<file path="config.mk">
export PLATFORM = sky130hd
export DESIGN_NAME = cfc_clock_fallback_control
export DESIGN_NICKNAME = d
export VERILOG_FILES = /design/src/rtl/cfc_pkg.sv /design/src/rtl/cfc_clock_fallback_control.sv
export SDC_FILE = /design/constraint.sdc
export NUM_CORES = 1
export LEC_CHECK = 0
export ABC_AREA = 1
export BUFFER_PORTS_ARGS = -buffer_cell sky130_fd_sc_hd__clkbuf_2
export CAP_MARGIN = 15
export CORE_UTILIZATION = 45
export CTS_BUF_LIST = sky130_fd_sc_hd__clkbuf_8
export DETAILED_ROUTE_END_ITERATION = 8
export GPL_TIMING_DRIVEN = 0
export MAX_ROUTING_LAYER = met4
export PLACE_DENSITY = 0.65
export SETUP_SLACK_MARGIN = 0.02
export SLEW_MARGIN = 30
export SYNTH_ARGS = -nofsm -noshare
export SYNTH_HDL_FRONTEND = slang
export SYNTH_SLANG_ARGS = --single-unit
</file>
<file path="constraint.sdc">
create_clock -name CLK_SYS_IN -period 4.75 [get_ports CLK_SYS_IN]
set_clock_uncertainty 0.05 [all_clocks]
set_input_delay 0.95 -clock CLK_SYS_IN [delete_from_list [all_inputs] [get_ports CLK_SYS_IN]]
set_output_delay 0.95 -clock CLK_SYS_IN [all_outputs]
set_load 0.01 [all_outputs]
</file>
<file path="src/rtl/cfc_pkg.sv">
// Constants for the clock fallback control block.
// Assumes a byte-wide register port with printed byte addresses and one core clock.
package cfc_pkg;

    localparam int ADDR_W = 20;
    localparam int DATA_W = 8;

    // Register byte addresses.
    localparam logic [ADDR_W-1:0] FALLBACK_COMMAND_ADDR = 20'h0_0108;
    localparam logic [ADDR_W-1:0] FALLBACK_TYPE_SELECT_ADDR = 20'h0_0109;
    localparam logic [ADDR_W-1:0] FALLBACK_TRIGGER_ENABLE_LOW_ADDR = 20'h0_010A;
    localparam logic [ADDR_W-1:0] FALLBACK_TRIGGER_ENABLE_HIGH_ADDR = 20'h0_010B;
    localparam logic [ADDR_W-1:0] SYNC_OFFSET_LOW_ADDR = 20'h0_014A;
    localparam logic [ADDR_W-1:0] SYNC_OFFSET_HIGH_ADDR = 20'h0_014B;
    localparam logic [ADDR_W-1:0] FALLBACK_STATUS_ADDR = 20'h0_0150;

    // Command codes written to the fallback command register.
    localparam logic [7:0] CMD_NOP = 8'h00;
    localparam logic [7:0] CMD_GO = 8'h01;
    localparam logic [7:0] CMD_CLEAR = 8'h02;
    localparam logic [7:0] CMD_FORCE = 8'h04;
    localparam logic [7:0] CMD_GO_SYNC = 8'h11;
    localparam logic [7:0] CMD_CLEAR_SYNC = 8'h12;
    localparam logic [7:0] CMD_FORCE_SYNC = 8'h14;
    localparam logic [7:0] CMD_COPY = 8'h20;

    // Fallback type select fields.
    localparam int SCHEME_MSB = 7;
    localparam int SCHEME_LSB = 4;
    localparam int POLICY_MSB = 3;
    localparam int POLICY_LSB = 0;
    localparam logic [3:0] SCHEME_NOP = 4'h0;
    localparam logic [3:0] SCHEME_OSC_DIV4 = 4'h1;
    localparam logic [3:0] SCHEME_MAIN_XY = 4'h2;
    localparam logic [3:0] SCHEME_BUS_AB = 4'h4;
    localparam logic [3:0] SCHEME_TRIG_REG = 4'h8;
    localparam logic [3:0] SCHEME_TRIG_REG_SM = 4'h9;
    localparam logic [3:0] POLICY_DISABLED = 4'h0;
    localparam logic [3:0] POLICY_FIXED = 4'h1;
    localparam logic [3:0] POLICY_ROTATING = 4'h2;

    // Trigger enable bit positions used by the bus A/B legacy scheme.
    localparam int LOW_C8A_BIT = 0;
    localparam int LOW_C8B_BIT = 1;
    localparam int HIGH_FRAME_A_BIT = 0;
    localparam int HIGH_FRAME_B_BIT = 1;
    localparam int HIGH_W = 7;

    // Reset values.
    localparam logic [7:0] TYPE_RESET = 8'h00;
    localparam logic [7:0] TRIG_LOW_RESET = 8'h00;
    localparam logic [HIGH_W-1:0] TRIG_HIGH_RESET = 7'h00;
    localparam logic [7:0] SYNC_OFFSET_RESET = 8'h00;

    // Operations that a framed command can hold as pending.
    typedef enum logic [1:0] {
        CFC_OP_GO,
        CFC_OP_CLEAR,
        CFC_OP_FORCE
    } cfc_op_t;

endpackage : cfc_pkg

</file>
<file path="src/rtl/cfc_clock_fallback_control.sv">
// Clock fallback control: command register, fallback type, trigger enables
// and the active/inactive assignment of the X and Y clock register sets.
// Assumes the frame reference pulse and all failure flags come from logic
// on the core clock, one cycle wide for the frame pulse.
// Function
// - GO command activates X, immediate or framed.
// - CLEAR command, immediate or at frame.
// - FORCE command, immediate or at frame.
// - COPY code copies active set; zero nops.
// - Framed commands wait a programmable offset.
// - Upper nibble selects trigger scheme; legacy fixed.
// - Scheme 0001 falls back to oscillator/4.
// - Scheme 0010 main failure swaps sets.
// - Scheme 0100 bus A/B failure swaps sets.
// - Scheme 1000 trigger registers select inputs.
// - Scheme 1001 also enables bus state machine.
// - Policy 0000 never changes active set.
// - Fixed policy swaps, clear swaps back.
// - Rotating policy swaps, clear keeps swap.
// - Lower trigger enables, one per bus clock.
// - Upper trigger enables; bit 7 reads zero.
// - Enabled failing input raises fallback event.
// - Command register self-clears to no operation.
// - After reset Y active, access to X.
// - Framed command pends until frame reference.
// - Force creates event; clear ends it.
`timescale 1ns/1ps

module cfc_clock_fallback_control (
    // Clock and reset
    input wire logic CLK_SYS_IN,
    input wire logic SYS_RST_IN,
    // Register port
    input wire logic [cfc_pkg::ADDR_W-1:0] REG_ADDR_IN,
    input wire logic [cfc_pkg::DATA_W-1:0] REG_WDATA_IN,
    input wire logic REG_WR_IN,
    input wire logic REG_RD_IN,
    output logic [cfc_pkg::DATA_W-1:0] REG_RDATA_OUT,
    // Frame reference and failure detectors
    input wire logic FRAME_REF_IN,
    input wire logic MAIN_CLK_FAIL_IN,
    input wire logic [7:0] BUS_CLK_FAIL_IN,
    input wire logic [cfc_pkg::HIGH_W-1:0] SYNC_FAIL_IN,
    // Clock set control
    output logic ACTIVE_SET_X_OUT,
    output logic ACCESS_SET_X_OUT,
    output logic COPY_ACTIVE_OUT,
    output logic FALLBACK_ACTIVE_OUT,
    output logic FALLBACK_EVENT_OUT,
    output logic OSC_DIV4_FALLBACK_OUT,
    output logic BUS_CLK_SM_EN_OUT
);
    import cfc_pkg::*;

    typedef struct packed {
        logic [7:0] type_sel;
        logic [7:0] trig_low;
        logic [HIGH_W-1:0] trig_high;
        logic [7:0] sync_offset_low;
        logic [7:0] sync_offset_high;
        logic active_x;
        logic fb_flag;
        logic osc_fb;
        logic pend_valid;
        cfc_op_t pend_op;
        logic offs_run;
        logic [15:0] offs_cnt;
        logic main_fail_prev;
        logic [7:0] bus_fail_prev;
        logic [HIGH_W-1:0] sync_fail_prev;
        logic copy_pulse;
        logic event_pulse;
        logic [7:0] rdata;
    } cfc_state_t;

    cfc_state_t s;
    cfc_state_t next_s;

    logic [3:0] scheme;
    logic [3:0] policy;
    logic swap_enabled;
    logic [15:0] sync_offset;
    logic [7:0] bus_rise;
    logic [HIGH_W-1:0] sync_rise;
    logic main_rise;
    logic trig_event;
    logic do_go;
    logic do_clear;
    logic do_force;
    logic exec_pend;
    logic cmd_wr;

    assign scheme = s.type_sel[SCHEME_MSB:SCHEME_LSB];
    assign policy = s.type_sel[POLICY_MSB:POLICY_LSB];
    assign sync_offset = {s.sync_offset_high, s.sync_offset_low};
    // Write strobe aimed at the command register. The register keeps no
    // value; immediate commands act on this one-cycle strobe, framed ones are held as pending.
    assign cmd_wr = REG_WR_IN && (REG_ADDR_IN == FALLBACK_COMMAND_ADDR);

    // swapping policy only.
    // Disabled and undefined policies both leave the active set alone.
    assign swap_enabled = (policy == POLICY_FIXED) || (policy == POLICY_ROTATING);

    // Failures are acted on at their rising edge, so a detector that stays
    // failed does not keep re-firing after software clears the fallback.
    assign main_rise = MAIN_CLK_FAIL_IN & ~s.main_fail_prev;
    assign bus_rise = BUS_CLK_FAIL_IN & ~s.bus_fail_prev;
    assign sync_rise = SYNC_FAIL_IN & ~s.sync_fail_prev;

    always_comb begin
        trig_event = 1'b0;
        unique case (scheme)
            SCHEME_MAIN_XY: begin
                trig_event = main_rise;
            end
            SCHEME_BUS_AB: begin
                trig_event = bus_rise[LOW_C8A_BIT] | bus_rise[LOW_C8B_BIT] |
                    sync_rise[HIGH_FRAME_A_BIT] | sync_rise[HIGH_FRAME_B_BIT];
            end
            SCHEME_TRIG_REG, SCHEME_TRIG_REG_SM: begin
                trig_event = (|(bus_rise & s.trig_low)) | (|(sync_rise & s.trig_high));
            end
            default: begin
                // nop and oscillator schemes raise no set event.
                trig_event = 1'b0;
            end
        endcase
    end

    // pending command release.
    // A pending command fires at the frame pulse when the offset is zero,
    // otherwise that many core cycles after the frame pulse.
    // Frame pulses that arrive while the offset is counting are ignored,
    // so a short frame period cannot restart the count and starve the command.
    always_comb begin
        exec_pend = 1'b0;
        if (s.pend_valid && s.offs_run && s.offs_cnt == 16'h0001) begin
            exec_pend = 1'b1;
        end else if (s.pend_valid && !s.offs_run && FRAME_REF_IN &&
                     sync_offset == 16'h0000) begin
            exec_pend = 1'b1;
        end
    end

    // Decode of immediate commands and of a released pending command.
    // Both may fall in one cycle; then both are applied, GO ahead of any
    // event swap, except that a FORCE with a CLEAR leaves the fallback flag set.
    always_comb begin
        do_go = 1'b0;
        do_clear = 1'b0;
        do_force = 1'b0;
        if (exec_pend) begin
            unique case (s.pend_op)
                CFC_OP_GO: begin
                    do_go = 1'b1;
                end
                CFC_OP_CLEAR: begin
                    do_clear = 1'b1;
                end
                CFC_OP_FORCE: begin
                    do_force = 1'b1;
                end
            endcase
        end
        if (cmd_wr) begin
            unique case (REG_WDATA_IN)
                CMD_GO: begin
                    do_go = 1'b1;
                end
                CMD_CLEAR: begin
                    do_clear = 1'b1;
                end
                CMD_FORCE: begin
                    do_force = 1'b1;
                end
                default: begin
                end
            endcase
        end
    end

    always_comb begin
        next_s = s;
        next_s.copy_pulse = 1'b0;
        next_s.event_pulse = 1'b0;
        next_s.rdata = 8'h00;
        next_s.main_fail_prev = MAIN_CLK_FAIL_IN;
        next_s.bus_fail_prev = BUS_CLK_FAIL_IN;
        next_s.sync_fail_prev = SYNC_FAIL_IN;

        // offset countdown.
        // The counter is loaded at the frame pulse and the command runs when
        // it reaches one, that many cycles after the pulse.
        if (exec_pend) begin
            next_s.pend_valid = 1'b0;
            next_s.offs_run = 1'b0;
            next_s.offs_cnt = 16'h0000;
        end else if (s.pend_valid && s.offs_run) begin
            next_s.offs_cnt = s.offs_cnt - 16'h0001;
        end else if (s.pend_valid && FRAME_REF_IN) begin
            next_s.offs_run = 1'b1;
            next_s.offs_cnt = sync_offset;
        end

        // Register writes.
        // Unmapped addresses are ignored; the command register stores nothing.
        if (REG_WR_IN) begin
            unique case (REG_ADDR_IN)
                FALLBACK_COMMAND_ADDR: begin
                    // the register holds no value, so it
                    // reads as no operation right after the write.
                    // A new framed command replaces any pending one and waits
                    // for the next frame again, even if a count was running.
                    unique case (REG_WDATA_IN)
                        CMD_GO_SYNC: begin
                            next_s.pend_valid = 1'b1;
                            next_s.pend_op = CFC_OP_GO;
                            next_s.offs_run = 1'b0;
                        end
                        CMD_CLEAR_SYNC: begin
                            next_s.pend_valid = 1'b1;
                            next_s.pend_op = CFC_OP_CLEAR;
                            next_s.offs_run = 1'b0;
                        end
                        CMD_FORCE_SYNC: begin
                            next_s.pend_valid = 1'b1;
                            next_s.pend_op = CFC_OP_FORCE;
                            next_s.offs_run = 1'b0;
                        end
                        CMD_COPY: begin
                            next_s.copy_pulse = 1'b1;
                        end
                        default: begin
                        end
                    endcase
                end
                FALLBACK_TYPE_SELECT_ADDR: begin
                    next_s.type_sel = REG_WDATA_IN;
                end
                FALLBACK_TRIGGER_ENABLE_LOW_ADDR: begin
                    next_s.trig_low = REG_WDATA_IN;
                end
                FALLBACK_TRIGGER_ENABLE_HIGH_ADDR: begin
                    next_s.trig_high = REG_WDATA_IN[HIGH_W-1:0];
                end
                SYNC_OFFSET_LOW_ADDR: begin
                    next_s.sync_offset_low = REG_WDATA_IN;
                end
                SYNC_OFFSET_HIGH_ADDR: begin
                    next_s.sync_offset_high = REG_WDATA_IN;
                end
                default: begin
                end
            endcase
        end

        // oscillator fallback latch.
        // A new main failure in the same cycle as a clear keeps the latch set.
        if (scheme == SCHEME_OSC_DIV4 && main_rise) begin
            next_s.osc_fb = 1'b1;
        end else if (do_clear) begin
            next_s.osc_fb = 1'b0;
        end

        if (do_go) begin
            next_s.active_x = 1'b1;
        end

        // fallback event.
        // An event in the same cycle as a clear wins, so it is never lost.
        // A second event while already in fallback does not swap again, so
        // the fixed policy always has exactly one swap to undo on clear.
        if (do_force || trig_event) begin
            next_s.event_pulse = 1'b1;
            next_s.fb_flag = 1'b1;
            if (swap_enabled && !s.fb_flag) begin
                next_s.active_x = ~next_s.active_x;
            end
        end else if (do_clear && s.fb_flag) begin
            next_s.fb_flag = 1'b0;
            if (policy == POLICY_FIXED) begin
                next_s.active_x = ~next_s.active_x;
            end
        end

        // Register reads; data stands in the next cycle only.
        if (REG_RD_IN) begin
            unique case (REG_ADDR_IN)
                FALLBACK_TYPE_SELECT_ADDR: begin
                    next_s.rdata = s.type_sel;
                end
                FALLBACK_TRIGGER_ENABLE_LOW_ADDR: begin
                    next_s.rdata = s.trig_low;
                end
                FALLBACK_TRIGGER_ENABLE_HIGH_ADDR: begin
                    next_s.rdata = {1'b0, s.trig_high};
                end
                SYNC_OFFSET_LOW_ADDR: begin
                    next_s.rdata = s.sync_offset_low;
                end
                SYNC_OFFSET_HIGH_ADDR: begin
                    next_s.rdata = s.sync_offset_high;
                end
                // The status byte is read-only and shows pending, oscillator,
                // fallback and active-set state in one access.
                FALLBACK_STATUS_ADDR: begin
                    next_s.rdata = {4'h0, s.pend_valid, s.osc_fb, s.fb_flag, s.active_x};
                end
                default: begin
                    next_s.rdata = CMD_NOP;
                end
            endcase
        end
    end

    always_ff @(posedge CLK_SYS_IN) begin
        if (SYS_RST_IN) begin
            // Failure history resets low, so a detector that is already
            // failed when reset ends is taken as a fresh failure.
            s.type_sel <= TYPE_RESET;
            s.trig_low <= TRIG_LOW_RESET;
            s.trig_high <= TRIG_HIGH_RESET;
            s.sync_offset_low <= SYNC_OFFSET_RESET;
            s.sync_offset_high <= SYNC_OFFSET_RESET;
            s.active_x <= 1'b0;
            s.fb_flag <= 1'b0;
            s.osc_fb <= 1'b0;
            s.pend_valid <= 1'b0;
            s.pend_op <= CFC_OP_GO;
            s.offs_run <= 1'b0;
            s.offs_cnt <= 16'h0000;
            s.main_fail_prev <= 1'b0;
            s.bus_fail_prev <= 8'h00;
            s.sync_fail_prev <= 7'h00;
            s.copy_pulse <= 1'b0;
            s.event_pulse <= 1'b0;
            s.rdata <= 8'h00;
        end else begin
            s <= next_s;
        end
    end

    assign REG_RDATA_OUT = s.rdata;
    assign ACTIVE_SET_X_OUT = s.active_x;
    assign ACCESS_SET_X_OUT = ~s.active_x;
    assign COPY_ACTIVE_OUT = s.copy_pulse;
    assign FALLBACK_ACTIVE_OUT = s.fb_flag;
    assign FALLBACK_EVENT_OUT = s.event_pulse;
    assign OSC_DIV4_FALLBACK_OUT = s.osc_fb;
    // bus state machine enable.
    // Decoded straight from the type register, so it follows a write one
    // cycle later with no state of its own.
    assign BUS_CLK_SM_EN_OUT = (scheme == SCHEME_TRIG_REG_SM);

endmodule : cfc_clock_fallback_control

</file>
==> impl_metrics.tcl <==
set metrics [dict create \
    max_freq_ghz 0.428 \
    clkLatencyLatePin_ps 370 \
    avgSynthCellArea_um2 6.87 \
    via_per_inst 5.15 \
    pre_cts_slack_ps 2210 \
    grt-ovfl-total 0 \
    multi_input_area_mm2 0.00211 \
    critPathLaunch "s[85]" \
    fin_hold_ws_ps 435 \
    crit_required_ps 3750 \
    wl_um 12000 \
    met3_usage_pct 3.63 \
    synth_area_leaders "dfxtp_1 39%, inv_1 9.7%, nor2_1 8.0%, nand2_1 7.8%, o21ai_0 4.8%" \
    placed_area_mm2 0.00496 \
    clockBufferDepth 2 \
    place_hpwl_um 9290 \
    status "finished, final reports clean" \
    r2r_end "s[45]" \
    finalInstanceArea_mm2 0.00514 \
    drc 0 \
    fp.dieW_um 102 \
    rsz0062_at_grt "false" \
    cts_buffers 9 \
    dieArea_mm2 0.0104 \
    synth_edf_count 0 \
    num_rows 36 \
    die_h_um 102 \
    finalSetupViolCount 0 \
    setup_slack_ps 2420 \
    busiest_layer "met2" \
    io_pins 64 \
    async_reset_ff_share_pct 0 \
    cp_max_fo 5 \
    rr_worst_depth 8 \
    antenna_cells 0 \
    reg2reg_from "s[45]" \
    synth_largest_area_cell "dfxtp_1" \
    postCtsSetupRepairBufs 0 \
    grt_pass1_wl_um 18900 \
    leakagePower_nw 2.32 \
    gp_congestion 0.930 \
    cts_tree "done" \
    syn_inst 653 \
    endpoint "BUS_CLK_SM_EN_OUT" \
    crit_path_start_kind "flip-flop" \
    finalMaxSlewViolations 0 \
    use_met2_pct 40.1 \
    min-delay-path-class "flip-flop to flip-flop" \
    synth_top_cell_area_share_pct 39.3 \
    cts_sinks 88 \
    nets 777 \
    grtUsageMet1_pct 31.7 \
    core-area_mm2 0.00973 \
    final_core_util_pct 52.9 \
    max_cap_violations 0 \
    min_period_ps 2330 \
    start_util_pct 46.1 \
    ys_seq_area_share_pct 39.3 \
    n_fill_cell 1057 \
    tightest_slew_ps 622 \
    grt_max_degree 17 \
    hold_buffers 0 \
    postRouteAntennaNets 0 \
    relSlewSlack_pct 58.5 \
    grt_pass1_vias 3911 \
    grt_antenna_before_repair 0 \
    hold_violations 0 \
    end_kind "output port" \
    vias 4449 \
    synthFlopType "dfxtp_1" \
    finalCritPeriodShare_pct 49.1 \
    syn-num-nets 704 \
    peakVddDrop_uv 139 \
    wire_per_inst_um 13.9 \
    cts-htree-levels 3 \
    synth_warnings 0 \
    grt_usage_pct 25.0 \
    numPortBuffers 62 \
    drtPass1Iterations 5 \
    ys_types 43 \
    synth_seq_cells 88 \
    crit_type "flip-flop to output port" \
    clock-root-buffer "clkbuf_8" \
    cts-resized-gates 0 \
    seq_area_mm2 0.00176 \
    drive_gt1_share_pct 17.0 \
    tns_ps 0 \
    dr.first_iter.drc_count 254 \
    syn_area_mm2 0.00449 \
    worstPathArrival_ps 1330 \
    cellPowerDensity_mw_per_mm2 255 \
    clkSlewWorstSetupHoldPaths_ps 90 \
    synthToLayoutAreaGrowth_pct 14.6 \
    r2r_slack_ps 2700 \
]
-- sequential cells by signal, summed over array words and instances, names as in the netlist --
name                   flops
COPY_ACTIVE_OUT            1
policy                     4
ACTIVE_SET_X_OUT           1
REG_RDATA_OUT              8
FALLBACK_EVENT_OUT         1
FALLBACK_ACTIVE_OUT        1
OSC_DIV4_FALLBACK_OUT      1
s                         71
-- how the worst min path moves through the flow --
stage                     slack, ps  cells past startpoint  endpoint  startpoint
final                           430                      2     s[78]       s[78]
after global routing            460                      2     s[68]       s[68]
after CTS                       440                      2     s[43]       s[43]
after detailed placement        420                      2     s[43]       s[43]
after global placement          410                      2     s[77]       s[77]
after floorplan                 390                      2     s[77]       s[77]
-- layer usage --
layer	wire length [µm]	vias up	share of wire, %
met5	0	-	0
met4	304	0	2.5
met3	809	28	6.7
met2	5520	170	46
met1	5380	1982	45
li1	-	2269	-
-- area by class of cell --
cell class,count,share of cell area (%)
clock buffer,9,2.41
timing repair buffer,62,6.03
multi-input combinational,418,41.0
tap,133,3.23
clock inverter,7,1.09
inverter,123,9.02
buffer,24,3.02
sequential,88,34.2
-- metrics by stage --
step           instances  total power, mW
6_report             864             1.31
5_1_grt              864             1.36
4_1_cts              864             1.32
3_5_place_dp         848            0.843
3_3_place_gp         848            0.840
2_1_floorplan        653            0.799
-- synthesized netlist by cell type, types with 4 or more instances --
| library cell | number |
|---|---|
| inv_1 | 116 |
| buf_4 | 8 |
| clkbuf_1 | 7 |
| a31oi_1 | 7 |
| nor2_1 | 96 |
| nand2_2 | 6 |
| buf_6 | 4 |
| a21oi_1 | 42 |
| a211oi_1 | 8 |
| o211ai_1 | 4 |
| nand2_1 | 93 |
| dfxtp_1 | 88 |
| buf_2 | 4 |
| o21ai_1 | 4 |
| inv_2 | 4 |
| nand4_1 | 9 |
| nor3_1 | 14 |
| nand3_1 | 33 |
| o22ai_1 | 20 |
| or2_2 | 4 |
| o21ai_0 | 43 |
-- worst max-delay path, stage by stage, from the launching register on --
cell and delay [ps]:
dfxtp_1 320, inv_1 150, nand2_1 120, nor3_1 200, clkbuf_2 180
-- power by group --
| part | switching (mW) | internal, mW |
|---|---|---|
| Sequential | 0.00168 | 0.744 |
| Combinational | 0.0520 | 0.0273 |
| Clock | 0.292 | 0.195 |
-- cells by family (layout without fill, tap and decap cells) --
family                     after synthesis  in the layout  share of synthesized area, %
adders and majority gates                2              2                         0.557
DFF                                     88             88                          39.3
xor gates and xnor gates                 3              3                         0.586
AOI/OAI and AO/OA                      138            138                          17.7
buffers and inverters                  147            225                          13.8
and+or+nand+nor                        275            275                          28.1
-- cells in the final DEF (no fill, tap or decap), types with 14 or more instances in the layout --
cell type and count:
inv_1 117, nor2_1 96, nand2_1 93, dfxtp_1 88, clkbuf_2 62, o21ai_0 43, a21oi_1 42, nand3_1 33
o22ai_1 20, nor3_1 14
Power figures use the tool's default switching activity.
